==> src/tevcg_pkg.sv <==
`default_nettype none
package tevcg_pkg;

	// ************************************************************
	// Sizes
	// ************************************************************
	localparam int unsigned NUM_CNT = 3; // Counters in the group
	localparam int unsigned DIV_W = 7; // Prescaler chain, up to /128

	// ************************************************************
	// Register map
	// ************************************************************
	localparam logic [3:0] ADDR_CTRL0 = 4'h0; // First control register
	localparam logic [3:0] ADDR_DATA0 = 4'h1; // First preload/count
	localparam logic [3:0] ADDR_STEP = 4'h2; // Distance between counters
	localparam logic [3:0] ADDR_FLAG = 4'h6; // Overflow request flags
	localparam logic [3:0] ADDR_IEN = 4'h7; // Interrupt enables

	// ************************************************************
	// Control fields
	// ************************************************************
	localparam int unsigned RUN_BIT = 4; // Count enable
	localparam int unsigned EDGE_BIT = 3; // Active edge select
	localparam logic [1:0] MODE_ONESHOT = 2'h0; // Counter 1 only
	localparam logic [1:0] MODE_EVENT = 2'h1; // Counter 0 only
	localparam logic [1:0] MODE_TIMER = 2'h2; // All counters
	localparam logic [1:0] MODE_PULSE = 2'h3; // Counter 0 only
	localparam logic [7:0] CTRL_MASK0 = 8'hff; // Implemented bits
	localparam logic [7:0] CTRL_MASK1 = 8'hd7;
	localparam logic [7:0] CTRL_MASK2 = 8'h17;

	// ************************************************************
	// Reset values and limits
	// ************************************************************
	localparam logic [7:0] CTRL_RESET = 8'h00;
	localparam logic [7:0] PRELOAD_RESET = 8'h00;
	localparam logic [7:0] COUNT_RESET = 8'h00;
	localparam logic [7:0] COUNT_FULL = 8'hff;
	localparam logic [6:0] PSC_RESET = 7'h00;

	// Control register layout
	typedef struct packed {
		logic [1:0] mode; // Operating mode
		logic src; // Counter 0 source: 0 pin, 1 irq0 signal
		logic run; // Count enable
		logic edge_sel; // Active edge select
		logic [2:0] div; // Prescaler select
	} tevcg_ctrl_t;

	// Register port request
	typedef struct packed {
		logic [3:0] addr;
		logic [7:0] wdata;
		logic wr;
		logic rd;
	} tevcg_bus_t;

	// Pulse width capture progress
	typedef enum logic {PW_WAIT, PW_MEASURE} tevcg_pw_t;

endpackage
`default_nettype wire

==> src/tevcg_prescale.sv <==
`timescale 1ns/1ns
`default_nettype none
module tevcg_prescale
(
	input wire logic mclk,
	input wire logic reset_n,
	input wire logic [2:0] div,
	output logic tick
);
	import tevcg_pkg::*;

	// ************************************************************
	// Free running divider chain
	// ************************************************************
	logic [DIV_W-1:0] cnt_q; // Divider chain
	logic [DIV_W-1:0] mask; // Low bits that must be all ones

	// Chain advances every cycle
	always_ff @(posedge mclk)
	begin
		if (!reset_n)
			cnt_q <= PSC_RESET;
		else
			cnt_q <= cnt_q + 7'h01;
	end

	// Tick marks the falling edge of the divided clock
	always_comb
	begin
		mask = DIV_W'((8'h01 << div) - 8'h01);
		tick = &(cnt_q | ~mask);
	end
endmodule // tevcg_prescale
`default_nettype wire

==> src/tevcg_edge.sv <==
`timescale 1ns/1ns
`default_nettype none
module tevcg_edge
(
	input wire logic mclk,
	input wire logic reset_n,
	input wire logic sig,
	output logic rise,
	output logic fall
);
	import tevcg_pkg::*;

	logic prev_q; // Level seen one cycle earlier

	// Remember the last level
	always_ff @(posedge mclk)
	begin
		if (!reset_n)
			prev_q <= 1'b0;
		else
			prev_q <= sig;
	end

	// Transition pulses, one cycle each
	assign rise = sig & ~prev_q;
	assign fall = ~sig & prev_q;
endmodule // tevcg_edge
`default_nettype wire

==> src/tevcg_top.sv <==
// The address-and-strobe port and the register offsets were decided locally.
`timescale 1ns/1ns
`default_nettype none
module tevcg_top
(
	input wire logic mclk,
	input wire logic reset_n,
	input wire tevcg_pkg::tevcg_bus_t bus,
	output logic [7:0] rdata,
	input wire logic counter0_input_pin,
	input wire logic external_irq0_signal,
	input wire logic pulse_generator_stop,
	output logic [2:0] irq_req,
	output logic wake_up
);
	import tevcg_pkg::*;

	// ************************************************************
	// Shared state
	// ************************************************************
	tevcg_ctrl_t ctrl_q [NUM_CNT]; // Control registers
	logic [7:0] preload_q [NUM_CNT]; // Preload registers
	logic [7:0] count_q [NUM_CNT]; // Live counts
	logic [NUM_CNT-1:0] flag_q; // Sticky overflow requests
	logic [NUM_CNT-1:0] ien_q; // Interrupt enables
	logic [7:0] rdata_q; // Read data, one cycle late
	logic wake_q; // Wake-up pulse
	tevcg_pw_t pw_q; // Counter 0 capture progress
	logic [NUM_CNT-1:0] tick; // Prescaled falling edges
	logic [NUM_CNT-1:0] wr_ctrl; // Control write strobes
	logic [NUM_CNT-1:0] wr_data; // Preload write strobes
	logic [NUM_CNT-1:0] inc; // Count this cycle
	logic [NUM_CNT-1:0] ovf; // Overflow this cycle
	logic [NUM_CNT-1:0] hw_set; // Hardware sets enable
	logic [NUM_CNT-1:0] hw_clr; // Hardware clears enable
	logic ext_sig; // Counter 0 external source
	logic ext_rise; // Source low to high
	logic ext_fall; // Source high to low
	logic pw_start; // Active edge seen while waiting
	logic pw_end; // Return edge seen while measuring
	logic wr_flag; // Flag register write

	// Implemented control bits for a counter
	function automatic logic [7:0] ctrl_mask(input int unsigned idx);
		ctrl_mask = (idx == 0) ? CTRL_MASK0 :
			(idx == 1) ? CTRL_MASK1 : CTRL_MASK2;
	endfunction

	// Control address of a counter
	function automatic logic [3:0] ctrl_addr(input int unsigned idx);
		ctrl_addr = ADDR_CTRL0 + 4'(idx) * ADDR_STEP;
	endfunction

	// Effective mode; counter 2 has no mode field
	function automatic logic [1:0] eff_mode(input int unsigned idx,
		input tevcg_ctrl_t c);
		eff_mode = (idx == 2) ? MODE_TIMER : c.mode;
	endfunction

	// ************************************************************
	// Counter 0 external input
	// ************************************************************
	// Pin or irq0 signal, no prescaler in between
	assign ext_sig = ctrl_q[0].src ? external_irq0_signal
		: counter0_input_pin;

	tevcg_edge u_edge
	(
		.mclk(mclk),
		.reset_n(reset_n),
		.sig(ext_sig),
		.rise(ext_rise),
		.fall(ext_fall)
	);

	// Active edge opens, opposite edge closes the capture
	always_comb
	begin
		pw_start = 1'b0;
		pw_end = 1'b0;
		if (ctrl_q[0].mode == MODE_PULSE && ctrl_q[0].run)
		begin
			if (pw_q == PW_WAIT)
				pw_start = ctrl_q[0].edge_sel ? ext_rise : ext_fall;
			else
				pw_end = ctrl_q[0].edge_sel ? ext_fall : ext_rise;
		end
	end

	// Capture progress, reset whenever disabled or mode left
	always_ff @(posedge mclk)
	begin
		if (!reset_n)
			pw_q <= PW_WAIT;
		else if (!ctrl_q[0].run || ctrl_q[0].mode != MODE_PULSE)
			pw_q <= PW_WAIT;
		else
		begin
			unique case (pw_q)
				PW_WAIT:
					if (pw_start)
						pw_q <= PW_MEASURE;
				PW_MEASURE:
					if (pw_end)
						pw_q <= PW_WAIT;
			endcase
		end
	end

	// ************************************************************
	// Register decode
	// ************************************************************
	assign wr_flag = bus.wr && bus.addr == ADDR_FLAG;

	// ************************************************************
	// Counters
	// ************************************************************
	generate
		for (genvar i = 0; i < NUM_CNT; i++)
		begin : g_cnt
			logic [1:0] mode; // Mode in force

			assign mode = eff_mode(i, ctrl_q[i]);
			assign wr_ctrl[i] = bus.wr && bus.addr == ctrl_addr(i);
			assign wr_data[i] = bus.wr && bus.addr == ctrl_addr(i) + 4'h1;

			tevcg_prescale u_psc
			(
				.mclk(mclk),
				.reset_n(reset_n),
				.div(ctrl_q[i].div),
				.tick(tick[i])
			);

			// Count source per mode; a data write inhibits the clock
			always_comb
			begin
				inc[i] = 1'b0;
				if (ctrl_q[i].run && !wr_data[i])
				begin
					unique case (mode)
						MODE_TIMER:
							inc[i] = tick[i];
						MODE_EVENT:
							// No power-down gating on this path
							if (i == 0)
								inc[i] = ctrl_q[i].edge_sel ? ext_fall
									: ext_rise;
						MODE_PULSE:
							if (i == 0)
								inc[i] = pw_q == PW_MEASURE;
						MODE_ONESHOT:
							if (i == 1)
								inc[i] = tick[i];
					endcase
				end
			end

			assign ovf[i] = inc[i] && count_q[i] == COUNT_FULL;
			assign hw_set[i] = i == 1 && mode == MODE_ONESHOT
				&& pulse_generator_stop;
			assign hw_clr[i] = (i == 0 && pw_end)
				|| (i == 1 && mode == MODE_ONESHOT && ovf[i]);

			// Control register; software write wins over hardware
			always_ff @(posedge mclk)
			begin
				if (!reset_n)
					ctrl_q[i] <= CTRL_RESET;
				else if (wr_ctrl[i])
					ctrl_q[i] <= bus.wdata & ctrl_mask(i);
				else if (hw_set[i])
					ctrl_q[i].run <= 1'b1;
				else if (hw_clr[i])
					ctrl_q[i].run <= 1'b0;
			end

			// Preload register
			always_ff @(posedge mclk)
			begin
				if (!reset_n)
					preload_q[i] <= PRELOAD_RESET;
				else if (wr_data[i])
					preload_q[i] <= bus.wdata;
			end

			// Count: load, reload on overflow, or step; else hold
			always_ff @(posedge mclk)
			begin
				if (!reset_n)
					count_q[i] <= COUNT_RESET;
				else if (wr_data[i])
					count_q[i] <= bus.wdata;
				else if (ovf[i])
					count_q[i] <= preload_q[i];
				else if (inc[i])
					count_q[i] <= count_q[i] + 8'h01;
			end

		end
	endgenerate

	// ************************************************************
	// Requests and wake-up
	// ************************************************************
	// Sticky flags; a new overflow beats a clear
	always_ff @(posedge mclk)
	begin
		if (!reset_n)
			flag_q <= '0;
		else
			flag_q <= ovf | (flag_q
				& ~({NUM_CNT{wr_flag}} & bus.wdata[NUM_CNT-1:0]));
	end

	// Interrupt enables
	always_ff @(posedge mclk)
	begin
		if (!reset_n)
			ien_q <= '0;
		else if (bus.wr && bus.addr == ADDR_IEN)
			ien_q <= bus.wdata[NUM_CNT-1:0];
	end

	// Wake-up regardless of enables
	always_ff @(posedge mclk)
	begin
		if (!reset_n)
			wake_q <= 1'b0;
		else
			wake_q <= |ovf;
	end

	assign irq_req = flag_q & ien_q;
	assign wake_up = wake_q;

	// ************************************************************
	// Read port
	// ************************************************************
	// Read data stands in the cycle after the strobe only
	always_ff @(posedge mclk)
	begin
		if (!reset_n)
			rdata_q <= 8'h00;
		else if (!bus.rd)
			rdata_q <= 8'h00;
		else
		begin
			unique case (bus.addr)
				4'h0, 4'h2, 4'h4:
					rdata_q <= ctrl_q[bus.addr[2:1]];
				4'h1, 4'h3, 4'h5:
					rdata_q <= count_q[bus.addr[2:1]];
				ADDR_FLAG:
					rdata_q <= {5'h00, flag_q};
				ADDR_IEN:
					rdata_q <= {5'h00, ien_q};
				default:
					rdata_q <= 8'h00;
			endcase
		end
	end

	assign rdata = rdata_q;
endmodule // tevcg_top
`default_nettype wire

==> config.mk <==
export PLATFORM = sky130hd
export DESIGN_NAME = tevcg_top
export DESIGN_NICKNAME = d
export VERILOG_FILES = /design/src/tevcg_pkg.sv /design/src/tevcg_prescale.sv /design/src/tevcg_edge.sv /design/src/tevcg_top.sv
export SDC_FILE = /design/constraint.sdc
export NUM_CORES = 1
export LEC_CHECK = 0
export ABC_AREA = 0
export BUFFER_PORTS_ARGS = -buffer_cell sky130_fd_sc_hd__buf_2
export CORE_UTILIZATION = 45
export DETAILED_ROUTE_END_ITERATION = 10
export HOLD_SLACK_MARGIN = 0.08
export PLACE_DENSITY = 0.71
export SLEW_MARGIN = 20
export SYNTH_ARGS = -nofsm -noshare
export SYNTH_HDL_FRONTEND = slang
export SYNTH_SLANG_ARGS = --single-unit
==> constraint.sdc <==
create_clock -name mclk -period 2.9 [get_ports mclk]
set_clock_uncertainty 0.1 [all_clocks]
set_input_delay 0 -clock mclk [delete_from_list [all_inputs] [get_ports mclk]]
set_output_delay 0 -clock mclk [all_outputs]
set_load 0.1 [all_outputs]
# == Word-level counts from Yosys, hierarchy flattened ==
# Memory sizes are Yosys's and may differ from the RTL's.
# Cells that the tools add are included.
# totals
reg_bits,38
inputBits,19
n_memories,3
mem_bits_rw,72
# memory_table
memory,words,width,rd,rd_ports_with_merged_regs,wr,line,source
count_q,3,8,4,0,3,tevcg_top.sv:23,logic [7:0] count_q [NUM_CNT];
ctrl_q,3,8,4,0,3,tevcg_top.sv:21,tevcg_ctrl_t ctrl_q [NUM_CNT];
preload_q,3,8,3,0,3,tevcg_top.sv:22,logic [7:0] preload_q [NUM_CNT];
# op_classes
eq_ne,15
n_reduce_logical,33
n_bitwise,35
shifts,3
n_mux,93
addsub,9
# op_table
operator,count
8-bit 2-to-1 mux,15
1-bit 2-to-1 mux,75
8-bit one-hot mux with 4 select lines,1
"8-bit by 1-bit adder with 8-bit output, second input constant",3
"8-bit equality test, second input constant",3
"7-bit by 1-bit adder with 7-bit output, second input constant",3
7-bit NOT,3
7-bit bitwise OR,3
7-bit AND reduction,3
"1-bit by 3-bit << shifter with 7-bit output, first input constant",3
"7-bit by 1-bit subtractor with 7-bit output, second input constant",3
1-bit bitwise OR,18
1-bit logical AND,17
"4-bit by 3-bit equality test with 1-bit output, second input constant",4
3-bit bitwise AND,3
3-bit OR reduction,3
"4-bit by 2-bit equality test with 1-bit output, second input constant",2
"2-bit equality test, second input constant",3
"4-bit by 1-bit equality test with 1-bit output, second input constant",1
1-bit logical NOT,4
4-bit logical NOT,1
1-bit NOT,4
2-bit OR reduction,2
3-bit NOT,1
other kinds (9),10

# == Logic depth before layout (Yosys ltp) ==
# Gate-level depths: netlist (run 1).
# An unclocked memory read counts as a cell.
# depth
ltp_word,16
ltp_mapped,8
ltp_nobuf,6

# == Hierarchy ==
# From an unflattened synthesis (run 1), not the netlist that was laid out.
# unflattened
hier_cells,523
hier_area_um2,5485.3
# by_module_without_submodules
mod,cells_per_inst,area_per_inst_um2,n_inst
tevcg_top,408,4459.3,1
tevcg_prescale,37,329.1,3
tevcg_edge,4,38.8,1

# == Worst setup path before layout (run 1) ==
# Ideal clock, no wire load.
# synth_path
kind,reg-to-reg
start,memory ctrl_q[0][5] (netlist bit)
end,memory count_q[0][0] (data pin)
path_buffers,1
period_less_slack_ns,2.012
arrival_ns,1.765
t_required_ns,2.653
path_stages_with_launch,8
slack_ns,0.888
path_cell_list,edfxtp_1 -> mux2i_1 -> or3_1 -> nand2_1 -> nor2_1 -> or4_4 -> buf_6 -> o21bai_1
# synth_rtl
item,line
from (decl),tevcg_top.sv:21
to (decl),tevcg_top.sv:23

==> reports/results.ini, run 1 <==
[routing]
drc_errors = 0
drt_first_pass_iters = 7
ant_nets = 0
post_drt_wl_per_cell_um = 17.9
vias = 3948
routed_wl_um = 12400
drt_iter0_drc = 443
vias_per_cell = 5.72

[clock_network]
ctsResizeCount = 0
ctsRootBufferMaster = clkbuf_16
h-tree-depth = 3
cts_setup_buffers = 0
insertion_delay_ns = 0.34
cts.sinks = 104
clk_pin_slew_ns = 0.07
cts_made_buffers = 9
hold_buffers = 18
cts_tree = yes
clockBufferDepth = 2

[synth]
synth_fp_nets = 525
yosysMostFrequentCell = edfxtp_1
seq_area_frac_synth = 0.535
ys_types = 44
syn_area_sq_um = 5130
synth-seq-cells = 104
synth_top_area_cell = edfxtp_1
syn_avg_cell_area_sq_um = 10.3
yosys_warnings = 0
async_flop_share = 0
syn_inst = 500
synth_ff_type = edfxtp_1
synth_area_leaders = edfxtp_1, dfxtp_1, and2_1
synth_common_cells = edfxtp_1, nor2_1, and2_1, a21oi_1
synth_edf_count = 66
synth.top_cell.area_share = 0.387

[sta]
tightest_slew_ns = 0.720
slew_viol_final = 0
setup_tns_ns = 0
setup_viol = 0
hold_violations = 0
period_minus_slack_ns = 2.44
maxSlewHeadroom = 0.516
grt_setup_unrepaired = false
fmax_ghz = 0.410
fin_crit_sh = 0.842

[power_and_ir_drop]
vdd_drop_max_uv = 324
leakage_nw = 2.25
p_per_area_nw_per_um2 = 556

[grt]
grt-busiest-layer = met2
antenna_found_initial = 0
grt-ovfl-total = 0
use_met2 = 0.358
grt_max_degree = 23
use_met1 = 0.313
grt_pass1_vias = 3718
grt_pass1_wl_um = 19400
grtUsageTotal = 0.221
met3_usage = 0.0329

[critical_path]
required_ns = 3.00
r2r_start = ctrl_q[0][5]
critPathSlowestCell = dlygate4sd3_1
worstSetupPathType = in2reg
r2r_cells = 6
cp_max_fo = 17
r2r_end = count_q[0][4]
cp.depth = 8
startpoint = bus[10]
cp_cell_sequence = dlygate4sd3_1 -> buf_2 -> nor2_1 -> nand2_1 -> nor3b_1 -> nand2_1 -> a21oi_1 -> dlygate4sd3_1
critPathBufInv = 3
crit_family = buffers and inverters
crit_end = ctrl_q[1][4]
critPathCaptureType = flip-flop
worstPathArrival_ns = 2.54
rrSetupSlack_ns = 0.67
start_kind = input port
max_stage_delay_ns = 0.57

[run]
maxCapViolCount = 0

[min_path]
worst_hold_path_type = in2reg

[place]
place_congestion = 0.877
hpwl_um = 8800
placed_cells = 656
place_area_sq_um = 5400
portBuffers = 30

[layout]
instances_no_fill = 690
diodes = 0
layout-drive-gt1-share = 0.115
finalInstanceArea_sq_um = 5890
syn_to_final_growth_pct = 15.0
nets = 570

[floorplanning]
die_area_sq_um = 11800
dieHeight_um = 109
die_w_um = 109
core_area_sq_um = 11000
ioPinCount = 31
row_count = 38
initial_utilization = 0.467

[run_status]
outcome = finished, final reports clean

==> worst min-delay path: cells and delay by family <==
kind	cells	cell delay (ns)
xor+xnor	1	0.15
buf+inv	1	0.08
mux	1	0.12
simple gates	2	0.13
==> worst min path at each step <==
stage / from / to / slack (ns) / cells past startpoint
final: external_irq0_signal / pw_q / 0.09 / 5
after global routing: bus[12] / rdata[7] / 0.12 / 3
after CTS: external_irq0_signal / pw_q / 0.08 / 5
after global placement: counter0_input_pin / u_edge.prev_q / 0.21 / 3
after detailed placement: counter0_input_pin / u_edge.prev_q / 0.23 / 3
after floorplan: bus[2] / ien_q[0] / 0.04 / 2
==> state kept, by name, summed over array words and instances, names as in the netlist <==
name               flops
count_q               24
ctrl_q                18
flag_q                 3
g_cnt.u_psc.cnt_q     21
ien_q                  3
preload_q             24
pw_q                   1
rdata                  8
u_edge.prev_q          1
wake_up                1
==> power by group <==
group	internal, mW	total, mW	switching (mW)
registers	1.65	1.71	0.0654
clock network	0.780	1.28	0.505
logic	0.109	0.280	0.171
==> layout by cell type, fill, tap and decap left out, types with 6 or more instances in the layout <==
cell / count
a21oi_1: 40
a31oi_1: 6
and2_1: 45
and3_1: 18
buf_2: 30
clkbuf_16: 9
dfxtp_1: 38
dlygate4sd3_1: 18
edfxtp_1: 66
ha_1: 6
inv_1: 7
mux2i_1: 11
nand2_1: 38
nand2b_1: 6
nand3_1: 28
nor2_1: 57
o21ai_0: 18
o21bai_1: 22
xnor2_1: 11
xor2_1: 16
==> stage by stage <==
stage               hold WS (ns)  worst slack [ns]   util  total power [mW]
floorplan                 0.0360             0.888      -              1.90
global placement           0.213             0.773  0.492              1.99
detailed placement         0.226             0.693  0.492              2.00
CTS                       0.0826             0.520  0.537              3.28
global route               0.122             0.194  0.537              3.37
finish                    0.0899             0.460  0.537              3.28
==> cells by family after synthesis <==
kind of cell,Yosys count,synth area share
buf+inv,25,0.0212
xor+xnor,27,0.0461
mux,19,0.0478
compound gates,104,0.124
simple gates,215,0.211
fa+ha+maj,6,0.0146
flops,104,0.535
==> per-layer routing <==
layer	up-vias	part of all wire
met1	1883	0.44
met3	10	0.079
met4	0	0.0086
li1	1893	-
met5	-	0
met2	162	0.47
==> area by class of cell <==
| class | instances | area, sq um |
|---|---|---|
| Inverter | 7 | 26.3 |
| Tap cell | 140 | 175 |
| Multi-Input combinational cell | 371 | 2270 |
| Clock inverter | 3 | 65.1 |
| Clock buffer | 13 | 250 |
| Timing Repair Buffer | 52 | 360 |
| Fill cell | 953 | 5090 |
| Sequential cell | 104 | 2740 |
Note: power is estimated with default switching activity, not from simulation.
==> run 2, diff against run 1 <==
PLACE_DENSITY = 0.73   (was 0.71)
clock period = 2 ns   (was 2.9 ns; I/O delays follow)
==> reports/results.ini, run 2 (synthesized netlist as in run 1, its figures left out) <==
[routing]
vias_per_cell = 5.61
vias = 4092
ant_nets = 0
routed_wl_um = 12600
post_drt_wl_per_cell_um = 17.3
drt_iter0_drc = 280
drc_errors = 0
drt_first_pass_iters = 6

[clock_network]
ctsRootBufferMaster = clkbuf_16
cts_tree = yes
insertion_delay_ns = 0.35
h-tree-depth = 3
cts.sinks = 104
clockBufferDepth = 2
cts_made_buffers = 9
clk_pin_slew_ns = 0.07

[layout]
nets = 610
final_common_cell = edfxtp_1
finalInstanceArea_sq_um = 6220
final_cell_mix = edfxtp_1, nor2_1, and2_1
diodes = 0
reg_top3 = count_q (24), preload_q (24), g_cnt.u_psc.cnt_q (21)
layout-drive-gt1-share = 0.193
syn_to_final_growth_pct = 21.3

[critical_path]
critPathBufInv = 1
startpoint = ctrl_q[0][1]
start_kind = flip-flop
rrSetupSlack_ns = -0.04
required_ns = 2.09
critPathSlowestCell = or4_4
r2r_start = ctrl_q[0][1]
r2r_end = count_q[0][3]
r2r_cells = 5
cp_cell_sequence = buf_6 -> a221oi_4 -> o22ai_2 -> or4_4 -> o21bai_1
cp.depth = 5
crit_end = count_q[0][3]
crit_family = simple AND/OR/NAND/NOR gates
cp_max_fo = 5
worstPathArrival_ns = 2.13
critPathCaptureType = flip-flop
max_stage_delay_ns = 0.61
worstSetupPathType = reg2reg

[sta]
whs_ns = 0.112
worst_slack_ns = -0.0402
fin_crit_sh = 1.02
maxSlewHeadroom = 0.653
grt_setup_unrepaired = true
fmax_ghz = 0.490
hold_violations = 0
period_minus_slack_ns = 2.04
tightest_slew_ns = 0.517
setup_viol = 6
slew_viol_final = 0

[place]
portBuffers = 30
place_congestion = 0.908
place_area_sq_um = 5720
dp_slack_ns = -0.113
hpwl_um = 9090

[power_and_ir_drop]
leakage_nw = 2.44
vdd_drop_max_uv = 494
p_per_area_nw_per_um2 = 740

[floorplanning]
ioPinCount = 31
initial_utilization = 0.467
core_area_sq_um = 11000
die_area_sq_um = 11800
die_w_um = 109
row_count = 38
dieHeight_um = 109

[grt]
use_met1 = 0.304
grt-busiest-layer = met2
grt_pass1_wl_um = 20100
grt-ovfl-total = 0
use_met2 = 0.370
grt_max_degree = 23
antenna_found_initial = 0
met3_usage = 0.0424
grt_pass1_vias = 3972
grtUsageTotal = 0.232

[run_status]
outcome = finished, violations left
violations = negative setup slack

[run]
maxCapViolCount = 0

[min_path]
worst_hold_path_type = in2reg

[run 2: cell count changes in the layout (fill, tap and decap cells not counted), moves of 2 or more]
cell	previous run	this run
buf_4	4	43
dlygate4sd3_1	18	15
buf_6	0	2
bufinv_16	2	0
o21ai_0	18	16
or2_2	4	2
or2_4	0	2
[run 2: cell type report]
class                           count  area, sq um
Fill cell                         911         4770
Sequential cell                   104         2740
Multi-Input combinational cell    372         2330
Timing Repair Buffer               91          666
Clock buffer                       15          268
Tap cell                          140          175
Inverter                            7         26.3
Clock inverter                      1         5.00
[run 2: repair_timing]
action,4_1_cts,5_1_grt
setup buffers,2,0
hold buffers,15,0
hold endpoints to repair,68,0
resized for setup,8,8
pin swaps,5,10
cloned,1,0
setup endpoints to repair,10,23
[run 2: worst reg2reg max path, cell delays in order, from the launching register on]
cell and delay, ns:
edfxtp_1 0.46, buf_6 0.16, a221oi_4 0.26, o22ai_2 0.14, or4_4 0.61, o21bai_1 0.16
[run 2: layer usage]
layer,wire [um],vias up
met5,0,-
met4,349,0
met3,881,27
met2,5980,142
met1,5400,1952
li1,-,1971
[run 2: worst min-delay path by stage]
| stage | startpoint | endpoint | slack (ns) | depth (start not counted) |
|---|---|---|---|---|
| floorplan | bus[2] | ien_q[0] | 0.04 | 2 |
| global placement | bus[4] | ien_q[2] | 0.26 | 3 |
| detailed placement | bus[4] | ien_q[2] | 0.27 | 3 |
| CTS | bus[10] | rdata[3] | 0.09 | 4 |
| global route | bus[10] | rdata[3] | 0.13 | 4 |
| finish | bus[10] | rdata[3] | 0.11 | 4 |
[run 2: metrics by stage]
step           power, mW  cells  utilization  TNS [ns]
6_report            4.60    730        0.566    -0.130
5_1_grt             4.77    730        0.566     -1.19
4_1_cts             4.62    730        0.563   -0.0398
3_5_place_dp        2.97    696        0.520    -0.796
3_3_place_gp        2.95    696        0.520         0
2_1_floorplan       2.76    500            -         0
[run 2: report_power, final]
group          internal, mW  leakage, nW  total [mW]  switching (mW)
combinational         0.219         1.34       0.508           0.290
sequential             2.39        0.963        2.46          0.0747
clock                 0.913        0.134        1.63           0.722
total                  3.52         2.44        4.60            1.09
==> run 3, diff against run 2 <==
CAP_MARGIN = 15   (was unset)
CTS_CLUSTER_DIAMETER = 150   (was unset)
GPL_TIMING_DRIVEN = 0   (was unset)
==> reports/results.ini, run 3 (synthesized netlist as in run 1, its figures left out) <==
[layout]
nets = 594
finalInstanceArea_sq_um = 6110
layout-drive-gt1-share = 0.186
diodes = 0
final_common_cell = edfxtp_1
final_cell_mix = edfxtp_1, nor2_1, and2_1
final_core_util = 0.557
instances_no_fill = 714
reg_top3 = count_q (24), preload_q (24), g_cnt.u_psc.cnt_q (21)
nFillCells = 939
syn_to_final_growth_pct = 19.3

[place]
placed_cells = 669
portBuffers = 29
hpwl_um = 8980
dp_slack_ns = -0.467
place_area_sq_um = 5450
place_congestion = 0.899

[run_status]
violations = negative setup slack
outcome = finished, violations left

[sta]
slew_viol_final = 0
worst_slack_ns = -0.0206
fin_crit_sh = 1.01
hold_violations = 0
maxSlewHeadroom = 0.517
whs_ns = 0.123
grt_setup_unrepaired = true
tightest_slew_ns = 0.719
fmax_ghz = 0.495
period_minus_slack_ns = 2.02
setup_viol = 2

[grt]
use_met1 = 0.322
grt_pass1_vias = 4010
grt-ovfl-total = 0
antenna_found_initial = 0
use_met2 = 0.368
met3_usage = 0.0275
grt-busiest-layer = met2
grt_pass1_wl_um = 20500
grt_max_degree = 18
grtUsageTotal = 0.236

[routing]
vias = 4075
vias_per_cell = 5.71
drt_iter0_drc = 312
ant_nets = 0
post_drt_wl_per_cell_um = 18.0
routed_wl_um = 12800
drc_errors = 0
drt_first_pass_iters = 5

[power_and_ir_drop]
comb_power_share = 0.099
vdd_drop_max_uv = 405
switching_share = 0.242
p_switching_mw = 1.15
p_per_area_nw_per_um2 = 773
leakage_nw = 2.33
share_seq_of_total_power = 0.524
power.internal_mw = 3.58
pwr-share-clk = 0.376

[critical_path]
start_kind = flip-flop
critPathCaptureType = flip-flop
r2r_end = count_q[0][2]
cp_max_fo = 5
r2r_start = ctrl_q[0][1]
worstPathArrival_ns = 2.11
r2r_cells = 7
worstSetupPathType = reg2reg
required_ns = 2.09
rrSetupSlack_ns = -0.02

[clock_network]
cts_made_buffers = 9
insertion_delay_ns = 0.35
clockBufferDepth = 2
h-tree-depth = 3
cts_tree = yes
ctsRootBufferMaster = clkbuf_16
clk_pin_slew_ns = 0.07
cts.sinks = 104

[min_path]
hold_depth = 4
whs_endpoint = rdata[2]
worstHoldStart = bus[13]
worst_hold_path_type = in2reg

[floorplanning]
die_w_um = 109
dieHeight_um = 109
core_area_sq_um = 11000
row_count = 38
initial_utilization = 0.467
die_area_sq_um = 11800
ioPinCount = 31

[run]
maxCapViolCount = 0

[run 3: changes by cell type in the layout (fill, tap and decap cells not counted), sizes merged]
cell / change
buf: -22
bufinv: +1
clkbuf: +3
clkinvlp: +1
dlygate4sd3: -1
inv: +2
[run 3: critical path: stages, from the launching register on]
cell and delay, ns:
edfxtp_1 0.42, buf_6 0.15, nor2_4 0.07, o21ai_2 0.07
a21oi_2 0.13, o22ai_2 0.13, or4_4 0.62, o21bai_1 0.18
[run 3: area by class of cell]
class | count | area (sq um) | share of cell area
Tap cell | 140 | 175 | 0.0286
Clock inverter | 5 | 55.1 | 0.00900
Clock buffer | 11 | 243 | 0.0397
Sequential cell | 104 | 2740 | 0.449
Inverter | 7 | 26.3 | 0.00430
Buffer | 14 | 65.1 | 0.0106
Timing Repair Buffer | 61 | 424 | 0.0694
Multi-Input combinational cell | 372 | 2380 | 0.390
[run 3: layer usage]
layer | vias up | wire (um)
met5 | - | 0
met4 | 0 | 394
met3 | 31 | 891
li1 | 1940 | -
met2 | 167 | 6050
met1 | 1937 | 5490
[run 3: worst max path at each step]
stage / from / to / slack (ns) / depth (start not counted)
floorplan: count_q[2][0] / count_q[2][6] / 0.02 / 6
global placement: count_q[2][0] / count_q[2][6] / -0.40 / 6
detailed placement: count_q[2][0] / count_q[2][6] / -0.47 / 6
CTS: ctrl_q[0][1] / count_q[0][3] / -0.01 / 7
global route: ctrl_q[0][5] / count_q[0][3] / -0.08 / 6
finish: ctrl_q[0][1] / count_q[0][2] / -0.02 / 7
[run 3: power by group through the flow]
stage | Combinational, mW | Sequential, mW | Clock [mW]
floorplan | 0.245 | 2.51 | 0
global placement | 0.373 | 2.52 | 0
detailed placement | 0.384 | 2.53 | 0
CTS | 0.436 | 2.48 | 1.81
global route | 0.514 | 2.49 | 1.88
finish | 0.470 | 2.48 | 1.78
[run 3: through the flow]
step | total power, mW | setup TNS, ns
3_5_place_dp | 2.91 | -7.10
5_1_grt | 4.88 | -0.356
6_report | 4.73 | -0.0298
4_1_cts | 4.72 | -0.0207
3_3_place_gp | 2.89 | -5.66
2_1_floorplan | 2.76 | 0
[run 3: timing repair]
| action | in CTS | in global routing |
|---|---|---|
| pin swaps | 6 | 9 |
| endpoints found under the setup margin | 42 | 36 |
| resized for setup | 17 | 15 |
| buffers inserted | 8 | 10 |
| gates cloned | 1 | 0 |
| hold endpoints to repair | 62 | 0 |
| hold buffers | 14 | 0 |
